## src/shared/stsf_defines.svh

```systemverilog
// Offsets, bit positions, reset values and timing of the status flag bank
`ifndef STSF_DEFINES_SVH
`define STSF_DEFINES_SVH

// ----------------------------------------
// Word addresses
// ----------------------------------------
`define STSF_SUP_ADDR   7'h40
`define STSF_THM_ADDR   7'h41

// ----------------------------------------
// Supply word bits
// ----------------------------------------
`define STSF_B_POR      15
`define STSF_B_PUMP_OT  12
`define STSF_B_UV_FS    11
`define STSF_B_SW_UV    10
`define STSF_B_SW_OV    9
`define STSF_B_INT_UV   8
`define STSF_B_INT_OV   7
`define STSF_B_BAT_UV   6
`define STSF_B_BAT_OV   5
`define STSF_B_PUMP_UV  4
`define STSF_B_REG_SC   3
`define STSF_B_REG_UV   2
`define STSF_B_REG_OV   1
`define STSF_B_REG_PW   0

// ----------------------------------------
// Thermal word bits
// ----------------------------------------
`define STSF_B_SAFE     3
`define STSF_B_SEVERE_SHUTDOWN_FLAG     2
`define STSF_B_MODULE_SHUTDOWN_FLAG     1
`define STSF_B_TPW      0

// ----------------------------------------
// Reset values and masks
// ----------------------------------------
`define STSF_POR_RST    16'h8000
`define STSF_SOFT_RST   16'h0000
`define STSF_THM_RST    16'h0000
`define STSF_SUP_MASK   16'h9FFF
`define STSF_THM_MASK   16'h000F

// ----------------------------------------
// Timing and counts
// ----------------------------------------
`define STSF_CLK_MHZ    100
`define STSF_SC_UV_US   2000
`define STSF_UV_FS_CNT  4
`define STSF_SEVERE_SHUTDOWN_FLAG_CNT   16
`define STSF_WAIT_S     64

`endif

```

## src/shared/stsf_pkg.sv

```systemverilog
// Types shared by the status flag bank
package stsf_pkg;

   // ----------------------------------------
   // Device operating modes
   // ----------------------------------------
   typedef enum logic [2:0] {
      STSF_INIT     = 3'h0,
      STSF_NORMAL   = 3'h1,
      STSF_STOP     = 3'h3,
      STSF_SLEEP    = 3'h2,
      STSF_RESTART  = 3'h6,
      STSF_FAILSAFE = 3'h7
   } stsf_mode_e;

   // ----------------------------------------
   // Decoded frame and answer
   // ----------------------------------------
   typedef struct packed {
      logic       valid;
      logic       clear;
      logic [6:0] addr;
   } stsf_req_s;

   typedef struct packed {
      logic        valid;
      logic        hit;
      logic [15:0] data;
   } stsf_rsp_s;

   // ----------------------------------------
   // Mode context from the state machine
   // ----------------------------------------
   typedef struct packed {
      stsf_mode_e mode;
      logic       reg_on;
      logic       rst_released;
   } stsf_ctx_s;

   // ----------------------------------------
   // Analog detector levels
   // ----------------------------------------
   typedef struct packed {
      logic pump_ot;
      logic sw_uv;
      logic sw_ov;
      logic int_uv;
      logic int_ov;
      logic bat_uv;
      logic bat_ov;
      logic pump_uv;
      logic reg_short;
      logic reg_uv;
      logic reg_ov;
      logic reg_prewarn;
      logic load_peak;
      logic severe_shutdown_flag;
      logic module_shutdown_flag;
      logic thermal_prewarn_flag;
   } stsf_det_s;

endpackage

```

## src/hdl/stsf_flags.sv

```systemverilog
// Supply and thermal sticky status flags with read and word clear
`timescale 1ns/1ps
`include "stsf_defines.svh"

// How it works
// - Power-on flag bit 15 is set by power-on reset, kept until cleared.
// - Soft reset clears everything including power-on flag; power-on sets it.
// - Reserved supply bits 14:13 and thermal bits 15:4 read zero.
// - Frame with clear bit set wipes the whole addressed word; data ignored.
// - Frame with clear bit low only reads; word unchanged.
// - Bit 12 set on charge pump overtemperature.
// - Bit 11 set on fail-safe entry after fourth consecutive regulator undervoltage.
// - Bit 10 on switch supply undervoltage, bit 9 on its overvoltage.
// - Bit 8 on internal supply undervoltage, bit 7 on overvoltage.
// - Battery under/overvoltage bits 6 and 5 only while regulator enabled.
// - Bit 4 set on charge pump undervoltage.
// - Bit 3 set on regulator output short to ground.
// - Bit 2 on regulator undervoltage reset, bit 1 on regulator overvoltage.
// - Bit 0 is the fixed-threshold regulator undervoltage prewarning.
// - Internal undervoltage off in stop mode unless peak load or prewarning.
// - Regulator off in sleep: short and overvoltage never set; undervoltage only after the 2 ms short time.
// - Undervoltage update gated by mode; after 2 ms short it always updates.
// - Thermal bit 3 after more than 16 severe shutdowns; next wait 64 s.
// - Thermal bit 2 on severe shutdown, requesting fail-safe entry.
// - Thermal bit 1 on first-level shutdown; affected module disabled.
// - Thermal bit 0 on thermal prewarning.
// - Thermal flags stay set after the condition goes, until cleared.
module stsf_flags #(
   parameter int SC_UV_CYC = `STSF_SC_UV_US * `STSF_CLK_MHZ
) (
   input  wire logic               clk,
   input  wire logic               reset_n,
   input  wire logic               soft_reset,
   input  wire stsf_pkg::stsf_req_s req,
   input  wire stsf_pkg::stsf_ctx_s ctx,
   input  wire stsf_pkg::stsf_det_s det,
   output stsf_pkg::stsf_rsp_s     rsp_r,
   output logic                    failsafe_req_r,
   output logic                    module_off_r,
   output logic                    long_wait_r
);

   // ----------------------------------------
   // Parameter checks
   // ----------------------------------------
   localparam int SC_W = $clog2(SC_UV_CYC + 2);

   initial begin
      if (SC_UV_CYC < 1) $error("stsf_flags: SC_UV_CYC must be positive");
   end

   // ----------------------------------------
   // Address decode
   // ----------------------------------------
   function automatic logic addr_is(input logic [6:0] a, input logic [6:0] t);
      addr_is = (a == t);
   endfunction

   logic sup_sel;
   logic thm_sel;
   logic sup_clr;
   logic thm_clr;

   assign sup_sel = req.valid && addr_is(req.addr, `STSF_SUP_ADDR);
   assign thm_sel = req.valid && addr_is(req.addr, `STSF_THM_ADDR);
   assign sup_clr = sup_sel && req.clear;
   assign thm_clr = thm_sel && req.clear;

   // ----------------------------------------
   // Detector synchronisation
   // ----------------------------------------
   stsf_pkg::stsf_det_s det_q;
   stsf_pkg::stsf_det_s det_d;
   stsf_pkg::stsf_det_s det_rise;

   stsf_sync #(
      .W ($bits(stsf_pkg::stsf_det_s))
   ) u_sync (
      .clk     (clk),
      .reset_n (reset_n),
      .d       (det),
      .q       (det_q)
   );

   // Delayed copy for edge detection
   always_ff @(posedge clk or negedge reset_n) begin
      if (!reset_n) begin
         det_d <= '0;
      end else begin
         det_d <= det_q;
      end
   end

   assign det_rise = det_q & ~det_d;

   // ----------------------------------------
   // Event counters and short timer
   // ----------------------------------------
   logic uv_fs_hit;
   logic safe_hit;
   logic sc_long;

   // Consecutive count restarts only on soft reset or when the host clears the word
   stsf_sat_cnt #(
      .W   (3),
      .MAX (`STSF_UV_FS_CNT)
   ) u_uv_cnt (
      .clk     (clk),
      .reset_n (reset_n),
      .clr     (soft_reset || sup_clr),
      .inc     (det_rise.reg_uv),
      .hit     (uv_fs_hit)
   );

   // More than the limit, hence one past it
   stsf_sat_cnt #(
      .W   (5),
      .MAX (`STSF_SEVERE_SHUTDOWN_FLAG_CNT + 1)
   ) u_tsd_cnt (
      .clk     (clk),
      .reset_n (reset_n),
      .clr     (soft_reset || thm_clr),
      .inc     (det_rise.severe_shutdown_flag),
      .hit     (safe_hit)
   );

   // Undervoltage lasting beyond the short time
   stsf_sat_cnt #(
      .W   (SC_W),
      .MAX (SC_UV_CYC + 1)
   ) u_sc_tmr (
      .clk     (clk),
      .reset_n (reset_n),
      .clr     (!det_q.reg_uv),
      .inc     (det_q.reg_uv),
      .hit     (sc_long)
   );

   // Terminal counts act once; a held count must not defeat a word clear
   logic uv_fs_d;
   logic safe_d;
   logic uv_fs_new;
   logic safe_new;

   always_ff @(posedge clk or negedge reset_n) begin
      if (!reset_n) begin
         uv_fs_d <= 1'b0;
         safe_d  <= 1'b0;
      end else begin
         uv_fs_d <= uv_fs_hit;
         safe_d  <= safe_hit;
      end
   end

   assign uv_fs_new = uv_fs_hit && !uv_fs_d;
   assign safe_new  = safe_hit && !safe_d;

   // ----------------------------------------
   // Mode gating
   // ----------------------------------------
   logic        reg_mon;
   logic        uv_upd;
   logic        int_uv_en;
   logic [15:0] sup_r;

   // Sleep with regulator off: no regulator short or overvoltage faults; undervoltage only after the short time
   assign reg_mon = !(ctx.mode == stsf_pkg::STSF_SLEEP && !ctx.reg_on);

   assign uv_upd = sc_long ||
                   (reg_mon && ctx.mode != stsf_pkg::STSF_RESTART &&
                    (ctx.mode != stsf_pkg::STSF_INIT || ctx.rst_released));

   // Stop mode saves current unless load or prewarning demands it
   assign int_uv_en = ctx.mode != stsf_pkg::STSF_STOP ||
                      det_q.load_peak || sup_r[`STSF_B_REG_PW];

   // ----------------------------------------
   // Set vectors
   // ----------------------------------------
   logic [15:0] thm_r;
   logic [15:0] sup_set;
   logic [15:0] thm_set;

   always_comb begin
      sup_set                   = '0;
      sup_set[`STSF_B_PUMP_OT]  = det_q.pump_ot;
      sup_set[`STSF_B_UV_FS]    = uv_fs_new;
      sup_set[`STSF_B_SW_UV]    = det_q.sw_uv;
      sup_set[`STSF_B_SW_OV]    = det_q.sw_ov;
      sup_set[`STSF_B_INT_UV]   = det_q.int_uv && int_uv_en;
      sup_set[`STSF_B_INT_OV]   = det_q.int_ov;
      sup_set[`STSF_B_BAT_UV]   = det_q.bat_uv && ctx.reg_on;
      sup_set[`STSF_B_BAT_OV]   = det_q.bat_ov && ctx.reg_on;
      sup_set[`STSF_B_PUMP_UV]  = det_q.pump_uv;
      sup_set[`STSF_B_REG_SC]   = det_q.reg_short && reg_mon;
      sup_set[`STSF_B_REG_UV]   = det_q.reg_uv && uv_upd;
      sup_set[`STSF_B_REG_OV]   = det_q.reg_ov && reg_mon;
      sup_set[`STSF_B_REG_PW]   = det_q.reg_prewarn;
   end

   always_comb begin
      thm_set                = '0;
      thm_set[`STSF_B_SAFE]  = safe_new;
      thm_set[`STSF_B_SEVERE_SHUTDOWN_FLAG]  = det_q.severe_shutdown_flag;
      thm_set[`STSF_B_MODULE_SHUTDOWN_FLAG]  = det_q.module_shutdown_flag;
      thm_set[`STSF_B_TPW]   = det_q.thermal_prewarn_flag;
   end

   // ----------------------------------------
   // Supply word
   // ----------------------------------------
   // Event set wins over a clear in the same cycle
   always_ff @(posedge clk or negedge reset_n) begin
      if (!reset_n) begin
         sup_r <= `STSF_POR_RST;
      end else if (soft_reset) begin
         sup_r <= `STSF_SOFT_RST;
      end else if (sup_clr) begin
         sup_r <= sup_set & `STSF_SUP_MASK;
      end else begin
         sup_r <= (sup_r | sup_set) & `STSF_SUP_MASK;
      end
   end

   // ----------------------------------------
   // Thermal word
   // ----------------------------------------
   // Flags persist after the temperature drops
   always_ff @(posedge clk or negedge reset_n) begin
      if (!reset_n) begin
         thm_r <= `STSF_THM_RST;
      end else if (soft_reset) begin
         thm_r <= `STSF_THM_RST;
      end else if (thm_clr) begin
         thm_r <= thm_set & `STSF_THM_MASK;
      end else begin
         thm_r <= (thm_r | thm_set) & `STSF_THM_MASK;
      end
   end

   // ----------------------------------------
   // Protection outputs
   // ----------------------------------------
   always_ff @(posedge clk or negedge reset_n) begin
      if (!reset_n) begin
         failsafe_req_r <= 1'b0;
         module_off_r   <= 1'b0;
      end else begin
         failsafe_req_r <= det_rise.severe_shutdown_flag || uv_fs_new;
         module_off_r   <= det_q.module_shutdown_flag;
      end
   end

   // Long wait selection follows the safe state flag
   always_ff @(posedge clk or negedge reset_n) begin
      if (!reset_n) begin
         long_wait_r <= 1'b0;
      end else if (soft_reset) begin
         long_wait_r <= 1'b0;
      end else if (thm_clr) begin
         long_wait_r <= safe_new;
      end else if (safe_new) begin
         long_wait_r <= 1'b1;
      end
   end

   // ----------------------------------------
   // Read answer
   // ----------------------------------------
   // Answer holds the word as it stood before any clear
   always_ff @(posedge clk or negedge reset_n) begin
      if (!reset_n) begin
         rsp_r <= '0;
      end else begin
         rsp_r.valid <= req.valid;
         rsp_r.hit   <= sup_sel || thm_sel;
         rsp_r.data  <= sup_sel ? sup_r : (thm_sel ? thm_r : 16'h0000);
      end
   end
endmodule

```

## src/hdl/stsf_sat_cnt.sv

```systemverilog
// Saturating event counter with terminal flag
`timescale 1ns/1ps
module stsf_sat_cnt #(
   parameter int W   = 8,
   parameter int MAX = 4
) (
   input  wire logic clk,
   input  wire logic reset_n,
   input  wire logic clr,
   input  wire logic inc,
   output logic      hit
);
   logic [W-1:0] cnt_r;

   initial begin
      if (MAX < 1 || MAX >= (2 ** W)) $error("stsf_sat_cnt: MAX out of range");
   end

   // Clear wins; count holds once MAX is reached
   always_ff @(posedge clk or negedge reset_n) begin
      if (!reset_n) begin
         cnt_r <= '0;
      end else if (clr) begin
         cnt_r <= '0;
      end else if (inc && !hit) begin
         cnt_r <= cnt_r + 1'b1;
      end
   end

   assign hit = (cnt_r == W'(MAX));
endmodule

```

## src/hdl/stsf_sync.sv

```systemverilog
// Two-flop synchroniser for a group of detector levels
`timescale 1ns/1ps
module stsf_sync #(
   parameter int W = 16
) (
   input  wire logic         clk,
   input  wire logic         reset_n,
   input  wire logic [W-1:0] d,
   output logic      [W-1:0] q
);
   logic [W-1:0] meta_r;

   initial begin
      if (W < 1) $error("stsf_sync: W must be positive");
   end

   // First stage feeds only the second
   always_ff @(posedge clk or negedge reset_n) begin
      if (!reset_n) begin
         meta_r <= '0;
         q      <= '0;
      end else begin
         meta_r <= d;
         q      <= meta_r;
      end
   end
endmodule

```

## config.mk

```make
export PLATFORM = sky130hd
export DESIGN_NAME = stsf_flags
export DESIGN_NICKNAME = d
export VERILOG_FILES = /design/src/shared/stsf_pkg.sv /design/src/hdl/stsf_flags.sv /design/src/hdl/stsf_sat_cnt.sv /design/src/hdl/stsf_sync.sv
export VERILOG_INCLUDE_DIRS = /design/src /design/src/shared
export SDC_FILE = /design/constraint.sdc
export NUM_CORES = 1
export LEC_CHECK = 0
export BUFFER_PORTS_ARGS = -buffer_cell sky130_fd_sc_hd__buf_2
export CAP_MARGIN = 20
export CORE_MARGIN = 3
export CORE_UTILIZATION = 50
export CTS_CLUSTER_DIAMETER = 200
export DETAILED_ROUTE_END_ITERATION = 8
export GPL_ROUTABILITY_DRIVEN = 0
export GPL_TIMING_DRIVEN = 0
export HOLD_SLACK_MARGIN = 0.05
export PLACE_DENSITY = 0.77
export SLEW_MARGIN = 20
export SYNTH_ARGS = -nofsm -noshare
export SYNTH_HDL_FRONTEND = slang
export SYNTH_SLANG_ARGS = --single-unit
```

## constraint.sdc

```tcl
create_clock -name clk -period 2.1 [get_ports clk]
set_input_delay 0.315 -clock clk [delete_from_list [all_inputs] [get_ports clk]]
set_output_delay 0.315 -clock clk [all_outputs]
set_load 0.01 [all_outputs]
```

==> summary.md, run 1 <==
| Metric | Value |
|---|---|
| Synth top area share | between 60% and 70% |
| Fraction of registers with async set/reset | between 90% and 100% |
| Die Wd | 92.1 um |
| Layout Utilization | between 60 and 70% |
| Vias in the first global route | 2342 |
| Max frequency | 497 MHz |
| TritonRoute pass-1 iters | 4 |
| CP max FO | 6 |
| Dpl hpwl | roughly 4.5 mm |
| Max VDD drop | around 420 uV |
| Prevailing post-synth register cell | dfrtp_1 |
| Routed vias | roughly 2300 |
| Number of distinct library cells after synthesis | 49 |
| Sink Count | 99 |
| Synth Register Bits | between 90 and 100 |
| Reg-to-reg critical path endpoint | thm_r[3]$_DFF_PN0_ |
| Clock skew | approximately 0.0099 ns |
| Max Slew Vio Count | 0 |
| CP delay by family, top | buffers and inverters |
| Syn_area_per_cell | 13.2 um2 |
| Post-layout minimum cycle time | roughly 2.0 ns |
| Setup crit end | thm_r[0]$_DFF_PN0_ |
| Starting Density | a little over half |
| Met1 GRT Util | between 20% and 30% |
| Tot GR Track Use | ~17% |
| Syn Inst Count | 281 |
| Post-synth EDFFs | 0 |
| LEAKAGE | roughly 2.2 nW |
| # diodes | 0 |
| Worst path max stage delay | about 0.52 ns |
| H-tree Lvls | 3 |
| CTS Buf Count | 9 |
| Most frequent CP cell | buf_2 |
| WL per Instance | between 10 and 15 um |
| Placed cell area | 4120 um2 |
| Worst EP required | 2.35 ns |
| Final setup violation count | 0 |
| CP cell instances | dlygate4sd3_1, buf_2, or3b_2, or2_1, buf_2, inv_2, a31oi_4, a22o_1 |
| Clock latency on the worst-skew pair | between 0.3 and 0.4 ns |
| Routed WL | about 6.6 mm |
| Reg2Reg Depth | 5 |
| Leading area contributor after synthesis | dfrtp_1 |
| Initial antenna violation count | 0 |
| Post-route setup slack | slightly below 0.09 ns |
| DR DRC count | 0 |
| Drt initial violations | 126 |
| Clock Path Buffers | 2 |
| Rows | 30 |
| Worst Path Arrival | about 2.3 ns |
| Layout Nets | ~400 |
| Worst-path cell with the longest stage delay | dlygate4sd3_1 |
| Pin count of the biggest net entering global routing | just over 70 |
| Post-DRT Antenna Nets | 0 |
| Hold Path Class | input port to flop |
| Synth area leaders | dfrtp_1 66%, and2_1 3.5%, a22o_1 3.1% |
| Critical Path Stages | 8 |
| RSZ-0062 raised after global routing | no |
| Layout area overhead | 21.9% |
| Worst r2r src | u_tsd_cnt.cnt_r[1]$_DFFE_PN0P_ |
| Outcome | finished clean |
| Crit path from | req[8] |
| Die span in y | between 90 and 100 um |
| Fin crit share | 95.8% |
| GR Overflow Total | 0 |
| Worst slew margin | ~55% |
| Ports | 54 |
| Core area | 6980 um2 |
| Setup_tns | 0 ns |
| Cell with the most instances after synthesis | dfrtp_1 |
| Grt peak-use layer | met2 |
| GR met3 Demand/Resource | roughly 6.5% |
| Synth warnings | 0 |
| PD cells | roughly 780 nW/um2 |
| Critical path startpoint category | input port |
| Post-synthesis cell area | ~3700 um2 |
| Max-cap violations | 0 |
| Commonest cells in the synthesized netlist | 98 x dfrtp_1, 21 x and2_1, 15 x nor2_1 |
| I/O Buffers | 50 |
| Part of the Yosys area used for sequential elements | roughly two thirds |
| TritonCTS clock tree | built |
| Layout cells sized above 1 | 21.8% |
| First-pass GRT wire length | around 11 mm |
| Crit end category | flop |
| Final Cell Area | between 4000 and 5000 um2 |
| Setup Fix Bufs, Post-CTS | 0 |
| Worst path bufs/invs | 4 |
| Total die area | 8490 um2 |
| Via density | about 5 |
| Worst Tran Pin Value | between 0.6 and 0.7 ns |
| Final hold violations | 0 |
| Setup Crit Path Kind | input port to flop |
| Flop2flop setup slack | ~0.33 ns |
| Place WS | approximately 0.13 ns |
| Clock root buffer master | clkbuf_8 |
| CTS clk-pin slew, worst paths | around 0.090 ns |
| Met2 usage | 26.4% |
| Final hold slack | roughly 0.3 ns |
[cells in the final DEF (no fill, tap or decap), types with 2 or more instances in the layout]
cell type,instances
a211oi_1,2
a21boi_0,5
a21o_1,3
a22o_1,13
a32o_1,2
and2_1,21
and3_1,2
and4_1,2
buf_2,51
buf_4,2
buf_6,2
clkbuf_1,5
clkbuf_8,9
clkinv_4,2
conb_1,2
dfrtp_1,98
dlygate4sd3_1,18
ha_1,6
inv_1,10
inv_6,2
mux2i_1,6
nand2_1,8
nand2b_1,2
nand3_1,10
nand3b_1,2
nand4_1,5
nor2_1,15
nor2b_1,2
nor3_1,2
nor3b_1,3
nor4b_1,2
nor4bb_1,2
o21ai_0,9
or3_1,6
xnor2_1,12
xor2_1,3
[metrics by stage]
| stage | power (W) | std cells |
|---|---|---|
| 2_1_floorplan | 0.00214 | 282 |
| 3_3_place_gp | 0.00224 | 428 |
| 3_5_place_dp | 0.00226 | 429 |
| 4_1_cts | 0.00355 | 463 |
| 5_1_grt | 0.00367 | 463 |
| 6_report | 0.00351 | 463 |
[routing by layer]
layer | vias up | wire length, um
met5 | - | 0
met1 | 1158 | 2980
met4 | 0 | 65
met3 | 7 | 297
met2 | 48 | 3300
li1 | 1125 | -
[how the worst min path moves through the flow]
stage	startpoint	end	slack, ns	cells after the start
2_1_floorplan	reset_n	det_d[2]$_DFF_PN0_	0.02	0
3_3_place_gp	u_sync.meta_r[1]$_DFF_PN0_	u_sync.q[1]$_DFF_PN0_	0.33	0
3_5_place_dp	reset_n	rsp_r[2]$_DFF_PN0_	0.21	1
4_1_cts	soft_reset	sup_r[11]$_DFF_PN0_	0.26	2
5_1_grt	soft_reset	sup_r[11]$_DFF_PN0_	0.31	2
6_report	soft_reset	sup_r[11]$_DFF_PN0_	0.30	2
[area by class of cell]
cell class	instances	area, um2
flip-flops and latches	99	2480
fillers	538	2460
multi-input cells	162	1150
repair buffers	69	464
clock buffers	9	124
well taps	96	120
clock inverters	7	92.6
plain buffers	10	55.1
inverters	11	41.3
[kinds of logic after synthesis]
kind of cell	count (synthesis)	synth area share [%]
other	1	0.101
adders and majority gates	6	2.02
and+or+nand+nor	91	14.5
AOI/OAI and AO/OA	42	8.77
muxes	6	1.62
xor gates and xnor gates	15	3.54
DFF	99	66.8
buffers and inverters	21	2.60
[power breakdown]
part	internal [W]	switching [W]	leakage (nW)
Sequential	0.00198	0.0000401	1.27
Clock	0.000581	0.000688	0.109
Combinational	0.000111	0.000116	0.791
Total	0.00267	0.000844	2.17
[flip-flops by register name, summed over array words and instances, names as in the netlist, 2 cells and up]
name             count
u_uv_cnt.cnt_r       3
u_sync.q            16
u_tsd_cnt.cnt_r      5
u_sync.meta_r       16
thm_r                4
u_sc_tmr.cnt_r      18
sup_r               14
det_d                2
rsp_r               16
[what timing repair did]
action,CTS,global route
hold endpoints to repair,45,0
endpoints found under the setup margin,0,1
resized for setup,0,1
hold buffers,18,0
[worst reg2reg max path, stage by stage, from the launching register on]
cell and delay [ns]:
dfrtp_1 0.42, inv_1 0.07, ha_1 0.12, nor4bb_1 0.60
nor3b_1 0.39, a21o_1 0.12
No activity file was read; power rests on OpenSTA's default activity.
==> run 2, diff against run 1 <==
--- a/config.mk
+++ b/config.mk
@@ -17,4 +17,5 @@
 export HOLD_SLACK_MARGIN = 0.05
 export PLACE_DENSITY = 0.77
+export SETUP_SLACK_MARGIN = 0.4
 export SLEW_MARGIN = 20
 export SYNTH_ARGS = -nofsm -noshare
==> constraint.sdc (replaced) <==
create_clock -name clk -period 2.1 [get_ports clk]
set_input_delay 0.42 -clock clk [delete_from_list [all_inputs] [get_ports clk]]
set_output_delay 0.42 -clock clk [all_outputs]
set_load 0.01 [all_outputs]
==> summary.md, run 2 (synthesized netlist as in run 1, its figures left out) <==
| Metric | Value |
|---|---|
| Outcome | finished clean |
| Critical path startpoint category | input port |
| Drt initial violations | 52 |
| Commonest non-fill, non-tap cell in the layout | dfrtp_1 |
| # diodes | 0 |
| Hold endpoint | u_sync.meta_r[1]$_DFF_PN0_ |
| GR Overflow Total | 0 |
| PD cells | ~770 nW/um2 |
| Fin crit share | approximately four fifths |
| Final setup violation count | 0 |
| Max VDD drop | 362 uV |
| Commonest cells after routing, fill and taps aside | 97 x dfrtp_1, 49 x buf_2, 21 x and2_1, 15 x nor2_1, 13 x a22o_1 |
| Clock latency on the worst-skew pair | between 0.3 and 0.4 ns |
| Initial antenna violation count | 0 |
| Worst r2r src | u_sc_tmr.cnt_r[2]$_DFFE_PN0P_ |
| Total die area | around 8500 um2 |
| Vias in the first global route | 2265 |
| First-pass GRT wire length | 11.1 mm |
| Wire length on met3 | approximately 300 um |
| Fillers | 541 |
| Worst Tran Pin Value | roughly 0.57 ns |
| Layout Nets | 391 |
| Reg2Reg Depth | 5 |
| Starting Density | roughly 53% |
| Die Wd | approximately 90 um |
| Dpl hpwl | 4.51 mm |
| Core area | 6980 um2 |
| Post-layout minimum cycle time | 1.67 ns |
| LEAKAGE | 2.12 nW |
| DR DRC count | 0 |
| RSZ-0062 raised after global routing | yes |
| Hold Path Stages | 1 |
| Clock Path Buffers | 2 |
| H-tree Lvls | 3 |
| WL per Instance | roughly 15 um |
| Place WS | a little under 0.08 ns |
| Met1 Wirelength | between 2 and 3 mm |
| Worst Path Arrival | roughly 1.9 ns |
| Sink Count | 99 |
| Pin count of the biggest net entering global routing | 60 |
| Setup_tns | 0 ns |
| Via density | approximately 5 |
| Worst EP required | roughly 2.4 ns |
| Reg-to-reg critical path endpoint | u_sc_tmr.cnt_r[1]$_DFFE_PN0P_ |
| Min-delay src | det[1] |
| Tot GR Track Use | between 10% and 20% |
| Worst slew margin | approximately 60% |
| Final hold violations | 0 |
| Top reg by flops | u_sc_tmr.cnt_r |
| Max Slew Vio Count | 0 |
| Max-cap violations | 0 |
| I/O Buffers | 50 |
| Routed WL | roughly 6.7 mm |
| Clock skew | just over 0.007 ns |
| Max FFs per register | 18 |
| Die span in y | slightly above 90 um |
| Layout cells sized above 1 | between 20 and 30% |
| Top Layer Used | met4 |
| Met2 routed WL | roughly 3.5 mm |
| Ports | 54 |
| Layout area overhead | 19.6% |
| Post-route setup slack | roughly 0.43 ns |
| Setup Crit Path Kind | input port to flop |
| Flop2flop setup slack | about 0.46 ns |
| Clock root buffer master | clkbuf_8 |
| Crit end category | flop |
| Post-DRT Antenna Nets | 0 |
| CP max FO | 10 |
| TritonRoute pass-1 iters | 4 |
| CTS clk-pin slew, worst paths | around 0.09 ns |
| TritonCTS clock tree | built |
| Rows | 30 |
| CTS Buf Count | 9 |
| Routed vias | between 2000 and 2500 |
| Max frequency | 600 MHz |
| Hold Path Class | input port to flop |
## run 2: changes by cell type in the layout (fill, tap and decap cells not counted), sizes merged
cell         before  now
buf              56   63
inv              14   13
clkinv            3    1
dlygate4sd3      18    1
clkinvlp          0    1
clkbuf           14   16
## run 2: layout make-up
cell class                 instances  area (um2)  share of cell area, %
sequential                        99        2480                   55.9
multi-input combinational        162        1190                   26.8
timing repair buffer              59         347                   7.81
clock buffer                      11         131                   2.96
tap                               96         120                   2.71
buffer                            10        63.8                   1.44
clock inverter                     5        60.1                   1.35
inverter                          11        43.8                  0.987
## run 2: worst max path at each step
stage / from / cells after the start / endpoint
after floorplan: req[2] / 4 / sup_r[2]$_DFF_PN0_
after global placement: reset_n / 1 / u_sync.q[2]$_DFF_PN0_
after detailed placement: req[2] / 5 / sup_r[8]$_DFF_PN0_
after CTS: u_sc_tmr.cnt_r[3]$_DFFE_PN0P_ / 5 / u_sc_tmr.cnt_r[16]$_DFFE_PN0P_
after global routing: u_sc_tmr.cnt_r[2]$_DFFE_PN0P_ / 5 / u_sc_tmr.cnt_r[1]$_DFFE_PN0P_
final: req[2] / 5 / sup_r[8]$_DFF_PN0_
## run 2: power breakdown
part	switching, W	internal [W]	total, W
logic	0.000118	0.0000944	0.000212
clock network	0.000638	0.000559	0.00120
registers	0.0000376	0.00198	0.00201
## run 2: routing by layer
layer	GRT usage [%]	vias to the layer above
li1	-	1107
met1	21.7	1131
met2	27.3	52
met3	4.68	13
met4	6.68	0
met5	0	-
## run 2: through the flow
| stage | utilization, % | power (W) | hold slack, ns | cells | area (um2) |
|---|---|---|---|---|---|
| 6_report | 63.5 | 0.00342 | 0.159 | 453 | 4440 |
| 5_1_grt | 63.5 | 0.00357 | 0.135 | 453 | 4440 |
| 4_1_cts | 62.4 | 0.00345 | 0.143 | 447 | 4350 |
| 3_5_place_dp | 59.3 | 0.00226 | 0.335 | 429 | 4140 |
| 3_3_place_gp | 58.8 | 0.00224 | 0.333 | 428 | 4100 |
| 2_1_floorplan | - | 0.00214 | 0.124 | 282 | 3730 |
## run 2: timing repair
action | 4_1_cts | 5_1_grt
resized for setup | 2 | 10
pin swaps | 1 | 3
setup endpoints to repair | 9 | 14
buffers inserted | 1 | 6
hold buffers | 1 | 0
endpoints found under the hold margin | 39 | 0
## run 2: worst max-delay path: stages
cell	delay, ns
buf_2	0.10
or4b_4	0.55
o41a_1	0.44
buf_6	0.19
a32o_1	0.21
